$ cat src/adc_out_pkg.sv
// Constants and types for the converter output stage.
// Assumes an 9-bit register address space decoded upstream by the control port.
package adc_out_pkg;

    // Register offsets
    localparam logic [8:0] OUT_MODE_ADDR = 9'h014;
    localparam logic [8:0] OUT_CLK_ADDR  = 9'h016;
    localparam logic [8:0] OVR_ADDR      = 9'h111;

    // Field positions
    localparam int FMT_LSB     = 0;
    localparam int SWING_BIT   = 7;
    localparam int DCO_INV_BIT = 7;
    localparam int THR_SHIFT   = 9;

    // Reset values
    localparam logic [7:0] OUT_MODE_RST = 8'h00;
    localparam logic [7:0] OUT_CLK_RST  = 8'h00;
    localparam logic [7:0] OVR_RST      = 8'h00;

    // Codes and counts
    localparam logic [16:0] CLIP_CODE       = 17'h07FFF;
    localparam int          MOD_TRIP_CYCLES = 16;
    localparam int          AUTO_RST_CYCLES = 32;

    typedef enum logic [1:0] {
        FMT_OFFSET = 2'b00,
        FMT_TWOS   = 2'b01,
        FMT_GRAY   = 2'b10,
        FMT_RSVD   = 2'b11
    } out_format_t;

    typedef enum logic {
        AR_IDLE = 1'b0,
        AR_BUSY = 1'b1
    } ar_state_t;

    typedef struct packed {
        logic       auto_reset_on_overrange;
        logic       overrange_indicate_mode;
        logic [5:0] overrange_threshold_code;
    } ovr_ctrl_t;

endpackage : adc_out_pkg

$ cat src/adc_output_format_overrange.sv
// Output stage: coded sample word, data clock and overrange flag with auto reset.
// Assumes sample_strobe is a one-cycle pulse per output sample, at least two cycles apart,
// from logic on sys_clk; analog_trip comes from the modulator's clock domain.
`timescale 1ns/1ps
`default_nettype none

// What this block does
// RQ1: Encode offset binary, twos complement or Gray
// RQ2: Sixteen data bits plus a data clock
// RQ3: One bit selects full or reduced swing
// RQ4: Flag registered, updated once per sample
// RQ5: Analog and digital trip are separate sources
// RQ6: Code zero trips only on clipped output
// RQ7: Nonzero code sets digital trip level
// RQ8: Indicate mode: flag is analog or digital
// RQ9: Indicate with bit five: inverted data valid
// RQ10: Auto reset restarts converter on overrange
// RQ11: Flag held high during auto reset
// RQ12: Modulator resets after sixteen trip cycles
// RQ13: Data valid on rising edge, invertible
// RQ14: Analog trip shows as pulse-width flag
// RQ15: Receiver best captures flag on falling edge; capture_model takes it with the word on the valid edge
// RQ16: Compare magnitude against code times 512
module adc_output_format_overrange
    import adc_out_pkg::*;
#(
    parameter int WIDTH       = 16,
    parameter int RESET_LEN   = AUTO_RST_CYCLES,
    parameter int TRIP_PERIOD = MOD_TRIP_CYCLES
) (
    // Clock and reset
    input  wire logic             sys_clk,
    input  wire logic             rst,
    // Register port
    input  wire logic [8:0]       reg_addr,
    input  wire logic             reg_wr,
    input  wire logic [7:0]       reg_wdata,
    output var  logic [7:0]       reg_rdata,
    // Sample stream from the digital engine
    input  wire logic             sample_strobe,
    input  wire logic [WIDTH-1:0] sample_in,
    input  wire logic             calibrating,
    // Modulator
    input  wire logic             analog_trip,
    output var  logic             modulator_reset,
    // Output pins
    output var  logic [WIDTH-1:0] data_out,
    output var  logic             data_clock_out,
    output var  logic             overrange_flag,
    output logic                  drive_full_swing,
    output logic                  converter_reset
);
    logic [7:0]       out_mode_q;
    logic [7:0]       out_clk_q;
    ovr_ctrl_t        ovr_q;
    logic             trip_s;
    logic [WIDTH-1:0] coded;
    logic [WIDTH:0]   mag;
    logic [WIDTH:0]   thr_level;
    logic             dig_trip;
    logic             any_trip;
    logic             flag_d;
    ar_state_t        ar_state_q;
    logic [$clog2(RESET_LEN+1)-1:0]   ar_cnt_q;
    logic [$clog2(TRIP_PERIOD+1)-1:0] trip_run_q;

    // Register writes
    always_ff @(posedge sys_clk or posedge rst)
    begin
        if (rst)
        begin
            out_mode_q <= OUT_MODE_RST;
            out_clk_q  <= OUT_CLK_RST;
            ovr_q      <= ovr_ctrl_t'(OVR_RST);
        end
        else if (reg_wr)
        begin
            case (reg_addr)
                OUT_MODE_ADDR: out_mode_q <= reg_wdata;
                OUT_CLK_ADDR:  out_clk_q  <= reg_wdata;
                OVR_ADDR:      ovr_q      <= ovr_ctrl_t'(reg_wdata);
                default:       ;
            endcase
        end
    end

    // Register reads; unmapped addresses read zero
    always_ff @(posedge sys_clk or posedge rst)
    begin
        if (rst)
        begin
            reg_rdata <= 8'h00;
        end
        else
        begin
            case (reg_addr)
                OUT_MODE_ADDR: reg_rdata <= out_mode_q;
                OUT_CLK_ADDR:  reg_rdata <= out_clk_q;
                OVR_ADDR:      reg_rdata <= ovr_q;
                default:       reg_rdata <= 8'h00;
            endcase
        end
    end

    assign drive_full_swing = out_mode_q[SWING_BIT]; // RQ3

    // The trip comes from the modulator clock, so it is synchronised first
    sync2 u_trip_sync (
        .sys_clk (sys_clk),
        .rst     (rst),
        .din     (analog_trip),
        .dout    (trip_s)
    );

    output_coder #(
        .WIDTH (WIDTH)
    ) u_coder (
        .fmt    (out_format_t'(out_mode_q[FMT_LSB +: 2])),
        .sample (sample_in),
        .coded  (coded)
    ); // RQ1

    // Sample word and data clock
    always_ff @(posedge sys_clk or posedge rst)
    begin
        if (rst)
        begin
            data_out <= '0;
        end
        else if (sample_strobe)
        begin
            data_out <= coded; // RQ2
        end
    end

    // With the clock not inverted it is low in the cycle the word changes and rises one cycle later,
    // so the word has a full cycle of setup before the valid edge
    always_ff @(posedge sys_clk or posedge rst)
    begin
        if (rst)
        begin
            data_clock_out <= 1'b0;
        end
        else
        begin
            data_clock_out <= (~sample_strobe) ^ out_clk_q[DCO_INV_BIT]; // RQ13
        end
    end

    // Magnitude is one bit wider so the most negative code does not wrap
    assign mag = sample_in[WIDTH-1] ? ((WIDTH+1)'(1) << WIDTH) - {1'b0, sample_in}
                                    : {1'b0, sample_in};
    assign thr_level = (WIDTH+1)'(ovr_q.overrange_threshold_code) << THR_SHIFT; // RQ16

    always_comb
    begin
        if (ovr_q.overrange_threshold_code == 6'h00)
        begin
            dig_trip = (mag >= CLIP_CODE); // RQ6
        end
        else
        begin
            dig_trip = (mag > thr_level); // RQ7
        end
    end

    assign any_trip = dig_trip | trip_s; // RQ5

    // Flag decision; auto reset does not change it
    always_comb
    begin
        case ({ovr_q.overrange_indicate_mode, ovr_q.overrange_threshold_code[5]})
            2'b10:   flag_d = any_trip; // RQ8
            2'b11:   flag_d = ~(any_trip | calibrating); // RQ9
            default: flag_d = dig_trip;
        endcase
    end

    // Sampling the raw trip once per sample gives the pulse-width look
    always_ff @(posedge sys_clk or posedge rst)
    begin
        if (rst)
        begin
            overrange_flag <= 1'b0;
        end
        else if (ar_state_q == AR_BUSY)
        begin
            overrange_flag <= 1'b1; // RQ11
        end
        else if (sample_strobe)
        begin
            overrange_flag <= flag_d; // RQ4 RQ14
        end
    end

    // Auto reset sequencer
    always_ff @(posedge sys_clk or posedge rst)
    begin
        if (rst)
        begin
            ar_state_q <= AR_IDLE;
            ar_cnt_q   <= '0;
        end
        else
        begin
            case (ar_state_q)
                AR_IDLE:
                begin
                    if (sample_strobe && ovr_q.auto_reset_on_overrange && any_trip)
                    begin
                        ar_state_q <= AR_BUSY; // RQ10
                        ar_cnt_q   <= ($clog2(RESET_LEN+1))'(RESET_LEN - 1);
                    end
                end
                AR_BUSY:
                begin
                    if (ar_cnt_q == '0)
                    begin
                        ar_state_q <= AR_IDLE;
                    end
                    else
                    begin
                        ar_cnt_q <= ar_cnt_q - 1'b1;
                    end
                end
                default: ar_state_q <= AR_IDLE;
            endcase
        end
    end

    assign converter_reset = (ar_state_q == AR_BUSY);

    // Run length of the analog trip; a one-cycle pulse after a full run
    always_ff @(posedge sys_clk or posedge rst)
    begin
        if (rst)
        begin
            trip_run_q      <= '0;
            modulator_reset <= 1'b0;
        end
        else if (!trip_s)
        begin
            trip_run_q      <= '0;
            modulator_reset <= 1'b0;
        end
        else if (trip_run_q == ($clog2(TRIP_PERIOD+1))'(TRIP_PERIOD - 1))
        begin
            trip_run_q      <= '0;
            modulator_reset <= 1'b1; // RQ12
        end
        else
        begin
            trip_run_q      <= trip_run_q + 1'b1;
            modulator_reset <= 1'b0;
        end
    end
endmodule : adc_output_format_overrange
`default_nettype wire

$ cat src/output_coder.sv
// Recodes a twos complement sample into the selected output coding.
// Pure combinational; the caller registers the result.
`timescale 1ns/1ps
`default_nettype none
module output_coder
    import adc_out_pkg::*;
#(
    parameter int WIDTH = 16
) (
    // Select and data
    input  wire out_format_t      fmt,
    input  wire logic [WIDTH-1:0] sample,
    output logic      [WIDTH-1:0] coded
);
    logic [WIDTH-1:0] offset_bin;

    assign offset_bin = {~sample[WIDTH-1], sample[WIDTH-2:0]};

    always_comb
    begin
        case (fmt)
            FMT_TWOS: coded = sample;
            FMT_GRAY: coded = offset_bin ^ (offset_bin >> 1);
            default:  coded = offset_bin;
        endcase
    end
endmodule : output_coder
`default_nettype wire

$ cat src/sync2.sv
// Two flip-flop synchroniser for a single level.
// Assumes the input is slow compared with sys_clk.
`timescale 1ns/1ps
`default_nettype none
module sync2 (
    // Clock and reset
    input  wire logic sys_clk,
    input  wire logic rst,
    // Level
    input  wire logic din,
    output var  logic dout
);
    logic meta_q;

    always_ff @(posedge sys_clk or posedge rst)
    begin
        if (rst)
        begin
            meta_q <= 1'b0;
            dout   <= 1'b0;
        end
        else
        begin
            meta_q <= din;
            dout   <= meta_q;
        end
    end
endmodule : sync2
`default_nettype wire
$ cat config.mk
export PLATFORM = sky130hd
export DESIGN_NAME = adc_output_format_overrange
export DESIGN_NICKNAME = d
export VERILOG_FILES = /design/src/adc_out_pkg.sv /design/src/adc_output_format_overrange.sv /design/src/output_coder.sv /design/src/sync2.sv
export SDC_FILE = /design/constraint.sdc
export NUM_CORES = 1
export LEC_CHECK = 0
export ABC_AREA = 1
export BUFFER_PORTS_ARGS = -buffer_cell sky130_fd_sc_hd__buf_2
export CAP_MARGIN = 25
export CORE_ASPECT_RATIO = 1.1
export CORE_MARGIN = 5
export CORE_UTILIZATION = 60
export DETAILED_ROUTE_END_ITERATION = 7
export PLACE_DENSITY = 0.95
export SLEW_MARGIN = 5
export SYNTH_ARGS = -nofsm -noshare
export SYNTH_HDL_FRONTEND = slang
export SYNTH_SLANG_ARGS = --single-unit
$ cat constraint.sdc
create_clock -name sys_clk -period 3.3 [get_ports sys_clk]
set_clock_uncertainty 0.1 [all_clocks]
set_input_delay 0.825 -clock sys_clk [delete_from_list [all_inputs] [get_ports sys_clk]]
set_output_delay 0.825 -clock sys_clk [all_outputs]
set_load 0.05 [all_outputs]
==> results of run 1 <==
[flip-flops by register name (all words and copies together) (netlist names), 5 cells and up]
signal      flops
trip_run_q      5
ar_cnt_q        6
out_mode_q      8
ovr_q           8
out_clk_q       8
data_out       16
reg_rdata       8
[metal layers]
metal	wire (µm)	GRT usage (%)
met3	625	4.58
met1	3770	30.8
met5	0	0
met4	270	10.3
met2	5190	42.7
[how the worst min path moves through the flow]
| stage | from | end | slack, ns |
|---|---|---|---|
| after detailed placement | u_trip_sync.meta_q$_DFF_PP0_ | u_trip_sync.dout$_DFF_PP0_ | 0.25 |
| final | u_trip_sync.meta_q$_DFF_PP0_ | u_trip_sync.dout$_DFF_PP0_ | 0.26 |
| after floorplan | u_trip_sync.meta_q$_DFF_PP0_ | u_trip_sync.dout$_DFF_PP0_ | 0.23 |
| after CTS | u_trip_sync.meta_q$_DFF_PP0_ | u_trip_sync.dout$_DFF_PP0_ | 0.26 |
| after global routing | u_trip_sync.meta_q$_DFF_PP0_ | u_trip_sync.dout$_DFF_PP0_ | 0.26 |
| after global placement | u_trip_sync.meta_q$_DFF_PP0_ | u_trip_sync.dout$_DFF_PP0_ | 0.24 |
[critical path: stages]
cell and delay (ns):
buf_2 0.11, inv_1 0.10, ha_2 0.19, nand2_1 0.09
nor2_2 0.12, nand2_1 0.08, nand3_1 0.08, nand2_2 0.09
ha_4 0.28, nand3_1 0.08, nor3_2 0.17, nand3_1 0.10
nor2_1 0.13, nand3_1 0.12, a21oi_2 0.23, nand3_2 0.15
nand3_4 0.12, nand2_4 0.06, nand2_1 0.07, nand2_1 0.06
[where the power goes]
group	switching [mW]	total (mW)	internal (mW)
clock network	0.295	0.578	0.284
registers	0.0190	0.848	0.829
logic	0.229	0.330	0.101
[synth_stat cells, types with 2 or more instances]
cell      number
clkbuf_1      10
inv_1         67
o21ai_0       42
dfrtp_1       65
nor3_1         3
xor2_1         3
o211ai_1       6
ha_1          25
a31oi_1       15
a21oi_1        6
nand3b_1       2
nand2_1      133
nand4_1        3
o22ai_1        2
nor2_1        36
nand3_2        3
nor2_2         4
nand3_1       39
xnor2_1        2
o221ai_1       2
nand2_2        2
[through the flow]
step	instance area (µm²)	setup TNS, ns	utilization [%]	power (mW)	cells
finish	4490	0	73.0	1.76	647
global route	4490	-0.0192	73.0	1.84	647
floorplan	3790	0	-	1.07	488
detailed placement	4240	-0.833	68.8	1.18	633
CTS	4400	0	71.4	1.74	647
global placement	4240	0	68.8	1.16	633
[cell families after synthesis]
kind of cell / after synthesis / share of synthesized area [%]
buf+inv: 84 / 9.02
flops: 65 / 42.9
fa+ha+maj: 25 / 8.26
compound gates: 75 / 11.2
simple gates: 233 / 27.0
xor+xnor: 6 / 1.59
[what timing repair did]
action / CTS / global route
buffers inserted: 0 / 0
resized for setup: 0 / 24
endpoints found under the setup margin: 0 / 5
endpoints found under the hold margin: 0 / 0
hold buffers: 0 / 0
[layout make-up]
class / count / area [µm²] / area share (%)
Inverter: 70 / 265 / 5.90
Clock buffer: 11 / 141 / 3.15
Sequential cell: 65 / 1630 / 36.2
Clock inverter: 3 / 18.8 / 0.418
Tap cell: 80 / 100 / 2.23
Timing Repair Buffer: 79 / 425 / 9.47
Multi-Input combinational cell: 339 / 1920 / 42.6
==> run_results.csv, run 1 <==
group,metric,value,unit
outcome,outcome,"completed",
logic_synthesis,synth_ff_type,"dfrtp_1",
floorplanning,die_area,8010,µm²
setup_path,end_kind,"flop",
timing,worst_pin_slew,0.614,ns
setup_path,reg2reg_depth,13,
place,dp_hpwl,7180,µm
logic_synthesis,synth-seq-cells,65,
cells_and_area,fillers,454,
cells_and_area,final_common_cell,"nand2_1",
floorplanning,ioPinCount,68,
clocking,clock_latency,0.34,ns
floorplanning,dieHeight,93.3,µm
global_route,gr-total-overflow,0,
setup_path,crit_end,"ar_cnt_q[1]$_DFFE_PP0P_",
clocking,clk_pin_slew,0.07,ns
power,p_leak,2.34,nW
place,routabilityCongestion,0.922,
route,drt_iter0_markers,281,
timing,fin_ws,0.166,ns
floorplanning,start_util,61.5,%
clocking,numCtsBuffers,9,
place,dp_slack,-0.170,ns
power,p_per_area,391,nW/µm²
floorplanning,fp.dieW,85.8,µm
global_route,grt_pass1_wl,15800,µm
clocking,cts.sinks,65,
power,ir_drop,0.300,mV
floorplanning,rows,30,
timing,slew_viol_final,0,
logic_synthesis,synthCells,488,
cells_and_area,antenna_cells,0,
clocking,cts_max_level,3,
setup_path,timing.rr.end,"ar_cnt_q[1]$_DFFE_PP0P_",
cells_and_area,fin_nets,628,
route,wire_per_inst,15.2,µm
clocking,cts_tree,"yes",
logic_synthesis,ys_seq_area_share,42.9,%
clocking,cts-root-buf,"clkbuf_8",
logic_synthesis,synth_top_area_share,42.9,%
setup_path,critPathKind,"in -> reg",
route,route.detailed.drc,0,
timing,hold_viol,0,
floorplanning,core,6160,µm²
route,routed_wl,9860,µm
route,dr_total_vias,3622,
min_path,hold_class,"reg -> reg",
logic_synthesis,synth_fp_nets,552,
logic_synthesis,syn_area,3790,µm²
flow_run,maxCapViolations,0,
setup_path,ff2ff_setup_slack,1.04,ns
timing,holdWs,0.257,ns
cells_and_area,final_cell_mix,"nand2_1, buf_2, dfrtp_1",
timing,maxSlewHeadroom,59.1,%
min_path,hold_depth,0,
timing,timing.fmax,0.319,GHz
route,viasPerCell,5.60,
setup_path,crit_fanout,6,
route,final_antenna_net_count,0,
timing,fin_crit_sh,95.0,%
route,dr.pass1.iters,6,
setup_path,cp.arrival,3.25,ns
global_route,first_global_vias,3542,
logic_synthesis,synth_area_leaders,"dfrtp_1, nand2_1, ha_1",
cells_and_area,drive_above_1_share,23.1,%
logic_synthesis,synthArstFlopShare,100,%
logic_synthesis,synth_top_cell_by_area,"dfrtp_1",
setup_path,required,3.42,ns
global_route,grt_use_total,24.9,%
logic_synthesis,synth_edf_count,0,
timing,setup_violations,0,
clocking,clk_path_buf_depth,2,
setup_path,r2r_start,"ovr_q[5]$_DFFE_PP0P_",
setup_path,worstSetupStartpoint,"sample_in[6]",
logic_synthesis,synth_cell_type_count,39,
setup_path,startpoint_type,"input port",
cells_and_area,area_delta_synth_final,18.6,%
place,io_buffers,67,
logic_synthesis,syn_avg_cell_area,7.76,µm²
global_route,grt_max_degree,35,
timing,fin_crit,3.13,ns
logic_synthesis,yosys_warnings,0,
global_route,antenna_found_initial,0,
Power figures use the tool's default switching activity.
==> inputs of run 2 (changes only) <==
Settings changed: CORE_ASPECT_RATIO 1.1 to 1.5.
==> run_results.csv, run 2 (same netlist as run 1, synthesis figures left out) <==
group,metric,value,unit
cells_and_area,antenna_cells,0,
global_route,grt_max_degree,45,
global_route,grt_pass1_wl,17000,µm
route,wire_per_inst,16.1,µm
clocking,cts_max_level,3,
clocking,clock_latency,0.36,ns
flow_run,maxCapViolations,0,
timing,slew_viol_final,0,
floorplanning,die_area,8040,µm²
setup_path,end_kind,"flop",
floorplanning,ioPinCount,68,
setup_path,crit_fanout,6,
cells_and_area,top_register,"data_out",
timing,maxSlewHeadroom,60.8,%
place,placed_area,4360,µm²
global_route,first_global_vias,3768,
place,place_inst,644,
floorplanning,fp.dieW,74.9,µm
clocking,cts-root-buf,"clkbuf_8",
floorplanning,core,6130,µm²
setup_path,startpoint_type,"input port",
global_route,gr-total-overflow,0,
cells_and_area,final_common_cell,"nand2_1",
cells_and_area,stdcell_count,661,
min_path,hold_class,"reg -> reg",
timing,worst_pin_slew,0.587,ns
setup_path,critPathKind,"in -> reg",
setup_path,required,3.45,ns
clocking,cts.sinks,65,
floorplanning,dieHeight,107,µm
timing,rsz0062_at_grt,"no",
cells_and_area,final_cell_mix,"nand2_1, buf_2, dfrtp_1",
route,viasPerCell,5.72,
power,total_power,1.98,mW
timing,fin_crit,3.10,ns
cells_and_area,drive_above_1_share,23.3,%
cells_and_area,largest_reg_flops,16,
timing,setup_violations,0,
route,dr_total_vias,3778,
route,dr.pass1.iters,5,
power,p_per_area,431,nW/µm²
cells_and_area,fin_nets,646,
place,routabilityCongestion,0.939,
timing,timing.fmax,0.323,GHz
timing,setup_tns,0,ns
clocking,numCtsBuffers,9,
clocking,cts_tree,"yes",
floorplanning,rows,35,
place,dp_hpwl,7700,µm
global_route,antenna_found_initial,0,
route,drt_iter0_markers,369,
clocking,cts_hold_buffers,0,
cells_and_area,final_area,4600,µm²
floorplanning,start_util,61.8,%
route,routed_wl,10600,µm
timing,fin_crit_sh,93.8,%
outcome,outcome,"completed",
clocking,clk_pin_slew,0.08,ns
place,io_buffers,67,
setup_path,cp.arrival,3.25,ns
route,route.detailed.drc,0,
power,p_leak,2.46,nW
route,final_antenna_net_count,0,
cells_and_area,area_delta_synth_final,21.4,%
timing,hold_viol,0,
clocking,clk_path_buf_depth,2,
cells_and_area,post-route-util,75.0,%
power,ir_drop,0.337,mV
global_route,grt_use_total,27.9,%
## run 2: cell count changes in the layout (fill, tap and decap cells not counted), sizes merged
| cell | before | now |
|---|---|---|
| clkinvlp | 0 | 1 |
| inv | 69 | 72 |
| clkbuf | 11 | 9 |
| clkinv | 4 | 2 |
| bufinv | 0 | 2 |
| buf | 79 | 97 |
## run 2: path summary, 6_finish.rpt
check	startpoint	end	slack, ns	depth (start not counted)
worst max-delay path	sample_in[9]	ar_cnt_q[1]$_DFFE_PP0P_	0.20	20
worst min-delay path	u_trip_sync.meta_q$_DFF_PP0_	u_trip_sync.dout$_DFF_PP0_	0.26	0
worst max register to register	ovr_q[5]$_DFFE_PP0P_	ar_cnt_q[1]$_DFFE_PP0P_	1.12	13
worst min register to register	u_trip_sync.meta_q$_DFF_PP0_	u_trip_sync.dout$_DFF_PP0_	0.26	0
max in group asynchronous	rst	out_clk_q[5]$_DFFE_PP0P_	2.21	3
min in group asynchronous	rst	data_out[14]$_DFFE_PP0P_	0.39	3
## run 2: power by group
part | switching, mW | internal, mW | total, mW
Sequential | 0.0208 | 0.828 | 0.849
Combinational | 0.232 | 0.110 | 0.342
Clock | 0.355 | 0.434 | 0.789
## run 2: layer usage
layer | share of wire [%] | global-route usage [%]
met1 | 36 | 31.0
met2 | 51 | 45.9
met3 | 6.6 | 5.89
met4 | 6.0 | 19.3
met5 | 0 | 0
## run 2: layout make-up
| cell class | instances | area [µm²] |
|---|---|---|
| multi-input combinational | 339 | 1830 |
| sequential | 65 | 1630 |
| fill | 436 | 1530 |
| timing repair buffer | 97 | 561 |
| inverter | 70 | 265 |
| clock buffer | 9 | 124 |
| clock inverter | 7 | 101 |
| tap | 74 | 92.6 |
## run 2: per-stage QoR
step / setup WS [ns] / hold slack, ns
after floorplan: 0.301 / 0.231
after global placement: -0.150 / 0.232
after detailed placement: -0.215 / 0.236
after CTS: 0.0960 / 0.262
after global routing: 0.00794 / 0.286
final: 0.204 / 0.259
## run 2: worst max-delay path: stages
cell and delay (ns):
buf_2 0.11, inv_1 0.12, ha_2 0.24, nand2_1 0.07, nor2_2 0.15, nand2_1 0.10, nand3_1 0.07, nand2_1 0.08
ha_1 0.30, nand2_1 0.07, nor3_1 0.16, nand3_1 0.09, nor2_1 0.09, nand3_1 0.09, a21oi_2 0.23, nand3_2 0.15
nand3_4 0.13, nand2_4 0.06, nand2_1 0.06, nand2_1 0.06
## run 2: repair_timing
action                                  CTS  global route
gates resized for setup                   0             5
buffers inserted                          0             1
endpoints found under the setup margin    0             4
==> inputs of run 3 (changes only) <==
Settings changed: CORE_UTILIZATION 60 to 62, SYNTH_HIERARCHICAL set to 1.
==> run_results.csv, run 3 <==
group,metric,value,unit
outcome,outcome,"completed",
route,routed_wl,10500,µm
setup_path,crit_fanout,6,
setup_path,cpPeakStageDelay,0.29,ns
global_route,first_global_vias,4012,
power,p_leak,2.70,nW
setup_path,crit_path_top_delay_cell,"ha_1",
timing,slew_viol_final,0,
setup_path,reg2reg_depth,14,
setup_path,ff2ff_setup_slack,1.08,ns
global_route,grt_max_degree,32,
setup_path,crit_top_cell,"nand2_1",
floorplanning,fp.dieW,76.9,µm
logic_synthesis,synthArstFlopShare,100,%
cells_and_area,multi_input_area,2100,µm²
cells_and_area,final_common_cell,"nand2_1",
floorplanning,dieHeight,110,µm
global_route,grt_use_total,26.3,%
global_route,grt_pass1_wl,17900,µm
cells_and_area,final_cell_mix,"nand2_1, inv_1, buf_2",
clocking,cts-root-buf,"clkbuf_8",
timing,fin_crit,3.08,ns
setup_path,r2r_start,"ovr_q[1]$_DFFE_PP0P_",
logic_synthesis,synth_ff_type,"dfrtp_1",
logic_synthesis,ys_seq_area_share,39.1,%
cells_and_area,antenna_cells,0,
timing,worst_pin_slew,0.523,ns
timing,setup_violations,0,
setup_path,startpoint_type,"input port",
power,p_per_area,385,nW/µm²
clocking,numCtsBuffers,9,
logic_synthesis,synth_area_leaders,"dfrtp_1, nand2_1, inv_1",
floorplanning,rows,36,
route,dr_total_vias,3972,
clocking,postCtsResizedCells,0,
route,viasPerCell,5.32,
cells_and_area,fillers,459,
logic_synthesis,synth-seq-cells,65,
logic_synthesis,synthCells,577,
global_route,gr-total-overflow,0,
floorplanning,die_area,8490,µm²
timing,fin_crit_sh,93.3,%
floorplanning,ioPinCount,68,
setup_path,cp_cell_sequence,"buf_2, inv_1, ha_2, nand3_2, inv_2, nand2_2, nand2_2, nand2_1, nand2_1, nand2_2, ha_1, nand2_1, nor3_1, nand2_1, nor3_1, nand3_1, nand2_1, nand3b_2, nand2_2, nand2_4, nand3_4, nand2_4, nand2_1, nand2_1",
clocking,cts_max_level,3,
place,routabilityCongestion,0.890,
setup_path,critPathKind,"in -> reg",
logic_synthesis,syn_avg_cell_area,7.22,µm²
cells_and_area,drive_above_1_share,25.6,%
timing,fin_ws,0.222,ns
route,route.detailed.drc,0,
logic_synthesis,yosys_warnings,6,
global_route,antenna_found_initial,0,
logic_synthesis,synth_cell_type_count,36,
setup_path,cp.arrival,3.21,ns
place,io_buffers,67,
route,final_antenna_net_count,0,
timing,maxSlewHeadroom,65.0,%
min_path,hold_class,"in -> async",
clocking,clk_path_buf_depth,2,
cells_and_area,seq_area,1630,µm²
cells_and_area,fin_nets,717,
clocking,cts_hold_buffers,0,
floorplanning,start_util,63.8,%
timing,hold_viol,0,
flow_run,maxCapViolations,0,
cells_and_area,top_register,"data_out",
logic_synthesis,synth.most_common_cell,"nand2_1",
route,drt_iter0_markers,364,
setup_path,end_kind,"flop",
logic_synthesis,synth_fp_nets,628,
logic_synthesis,synth_edf_count,0,
cells_and_area,largest_reg_flops,16,
setup_path,timing.rr.end,"ar_cnt_q[1]$_DFFE_PP0P_",
place,dp_slack,-0.133,ns
timing,timing.fmax,0.325,GHz
timing,holdWs,0.230,ns
timing,rsz0062_at_grt,"no",
logic_synthesis,syn_area,4170,µm²
clocking,post_cts_buffers,0,
logic_synthesis,synth_top_area_share,39.1,%
clocking,clock_latency,0.35,ns
clocking,cts_tree,"yes",
logic_synthesis,synth_top_cell_by_area,"dfrtp_1",
setup_path,required,3.43,ns
floorplanning,core,6530,µm²
route,wire_per_inst,14.0,µm
route,dr.pass1.iters,5,
clocking,clk_pin_slew,0.07,ns
logic_synthesis,synth_top_cells_by_count,"nand2_1, inv_1, dfrtp_1",
cells_and_area,area_delta_synth_final,16.7,%
power,ir_drop,0.226,mV
clocking,cts.sinks,65,
place,dp_hpwl,7980,µm
==> run 3: cell types whose count changed after synthesis, sizes merged, moves of 4 or more <==
| cell | delta |
|---|---|
| ha | -13 |
| clkbuf | -6 |
| a31oi | -14 |
| inv | +18 |
| nand2 | +116 |
| nor2 | -12 |
| a21oi | -4 |
| o21ai | -13 |
| buf | +6 |
| nand3 | +7 |
==> run 3: where the power goes <==
| group | internal, mW | total [mW] | switching (mW) |
|---|---|---|---|
| Combinational | 0.112 | 0.365 | 0.253 |
| Clock | 0.368 | 0.662 | 0.294 |
| Sequential | 0.827 | 0.846 | 0.0195 |
| Total | 1.31 | 1.87 | 0.566 |
==> run 3: through the flow <==
step	utilization, %	area [µm²]	TNS, ns	power (mW)	instances
6_report	74.4	4860	0	1.87	747
5_1_grt	74.4	4860	0	1.95	747
4_1_cts	74.4	4860	0	1.88	747
3_5_place_dp	71.5	4670	-0.575	1.22	731
3_3_place_gp	71.5	4670	-0.0598	1.21	731
2_1_floorplan	-	4170	0	1.10	577
==> run 3: critical path, delay by kind of cell <==
kind          cells  cell delay, ns
simple gates     19            1.63
buf+inv           3            0.28
fa+ha+maj         2            0.47
==> run 3: layer usage <==
metal / track usage [%] / vias up / share of wire, %
met5: 0 / - / 0
met2: 46.0 / 137 / 53
met1: 30.1 / 1846 / 38
met4: 13.9 / 0 / 3.6
met3: 5.61 / 32 / 5.3
li1: - / 1957 / -
==> run 3: cells by family (layout without fill, tap and decap cells) <==
kind of cell | Yosys count | count (layout) | synth area share, %
DFF | 65 | 65 | 39.1
xor gates and xnor gates | 6 | 6 | 1.26
AOI/OAI and AO/OA | 42 | 42 | 6.37
and+or+nand+nor | 350 | 350 | 39.1
buffers and inverters | 102 | 196 | 10.7
adders and majority gates | 12 | 12 | 3.60
==> run 3: final cells by class <==
class | instances | share of cell area (%)
multi-input cells | 410 | 43.1
flip-flops and latches | 65 | 33.5
repair buffers | 92 | 10.8
inverters | 88 | 6.80
clock buffers | 13 | 3.06
well taps | 76 | 1.96
clock inverters | 3 | 0.824
==> run 3: worst max path at each step <==
stage	start	slack, ns	endpoint
final	sample_in[1]	0.22	ar_cnt_q[1]$_DFFE_PP0P_
after global routing	sample_in[1]	0.03	ar_cnt_q[1]$_DFFE_PP0P_
after CTS	sample_in[0]	0.19	ar_cnt_q[1]$_DFFE_PP0P_
after detailed placement	sample_in[0]	-0.13	ar_cnt_q[1]$_DFFE_PP0P_
after global placement	sample_in[0]	-0.03	ar_cnt_q[0]$_DFFE_PP0P_
after floorplan	sample_in[0]	0.21	ar_cnt_q[0]$_DFFE_PP0P_
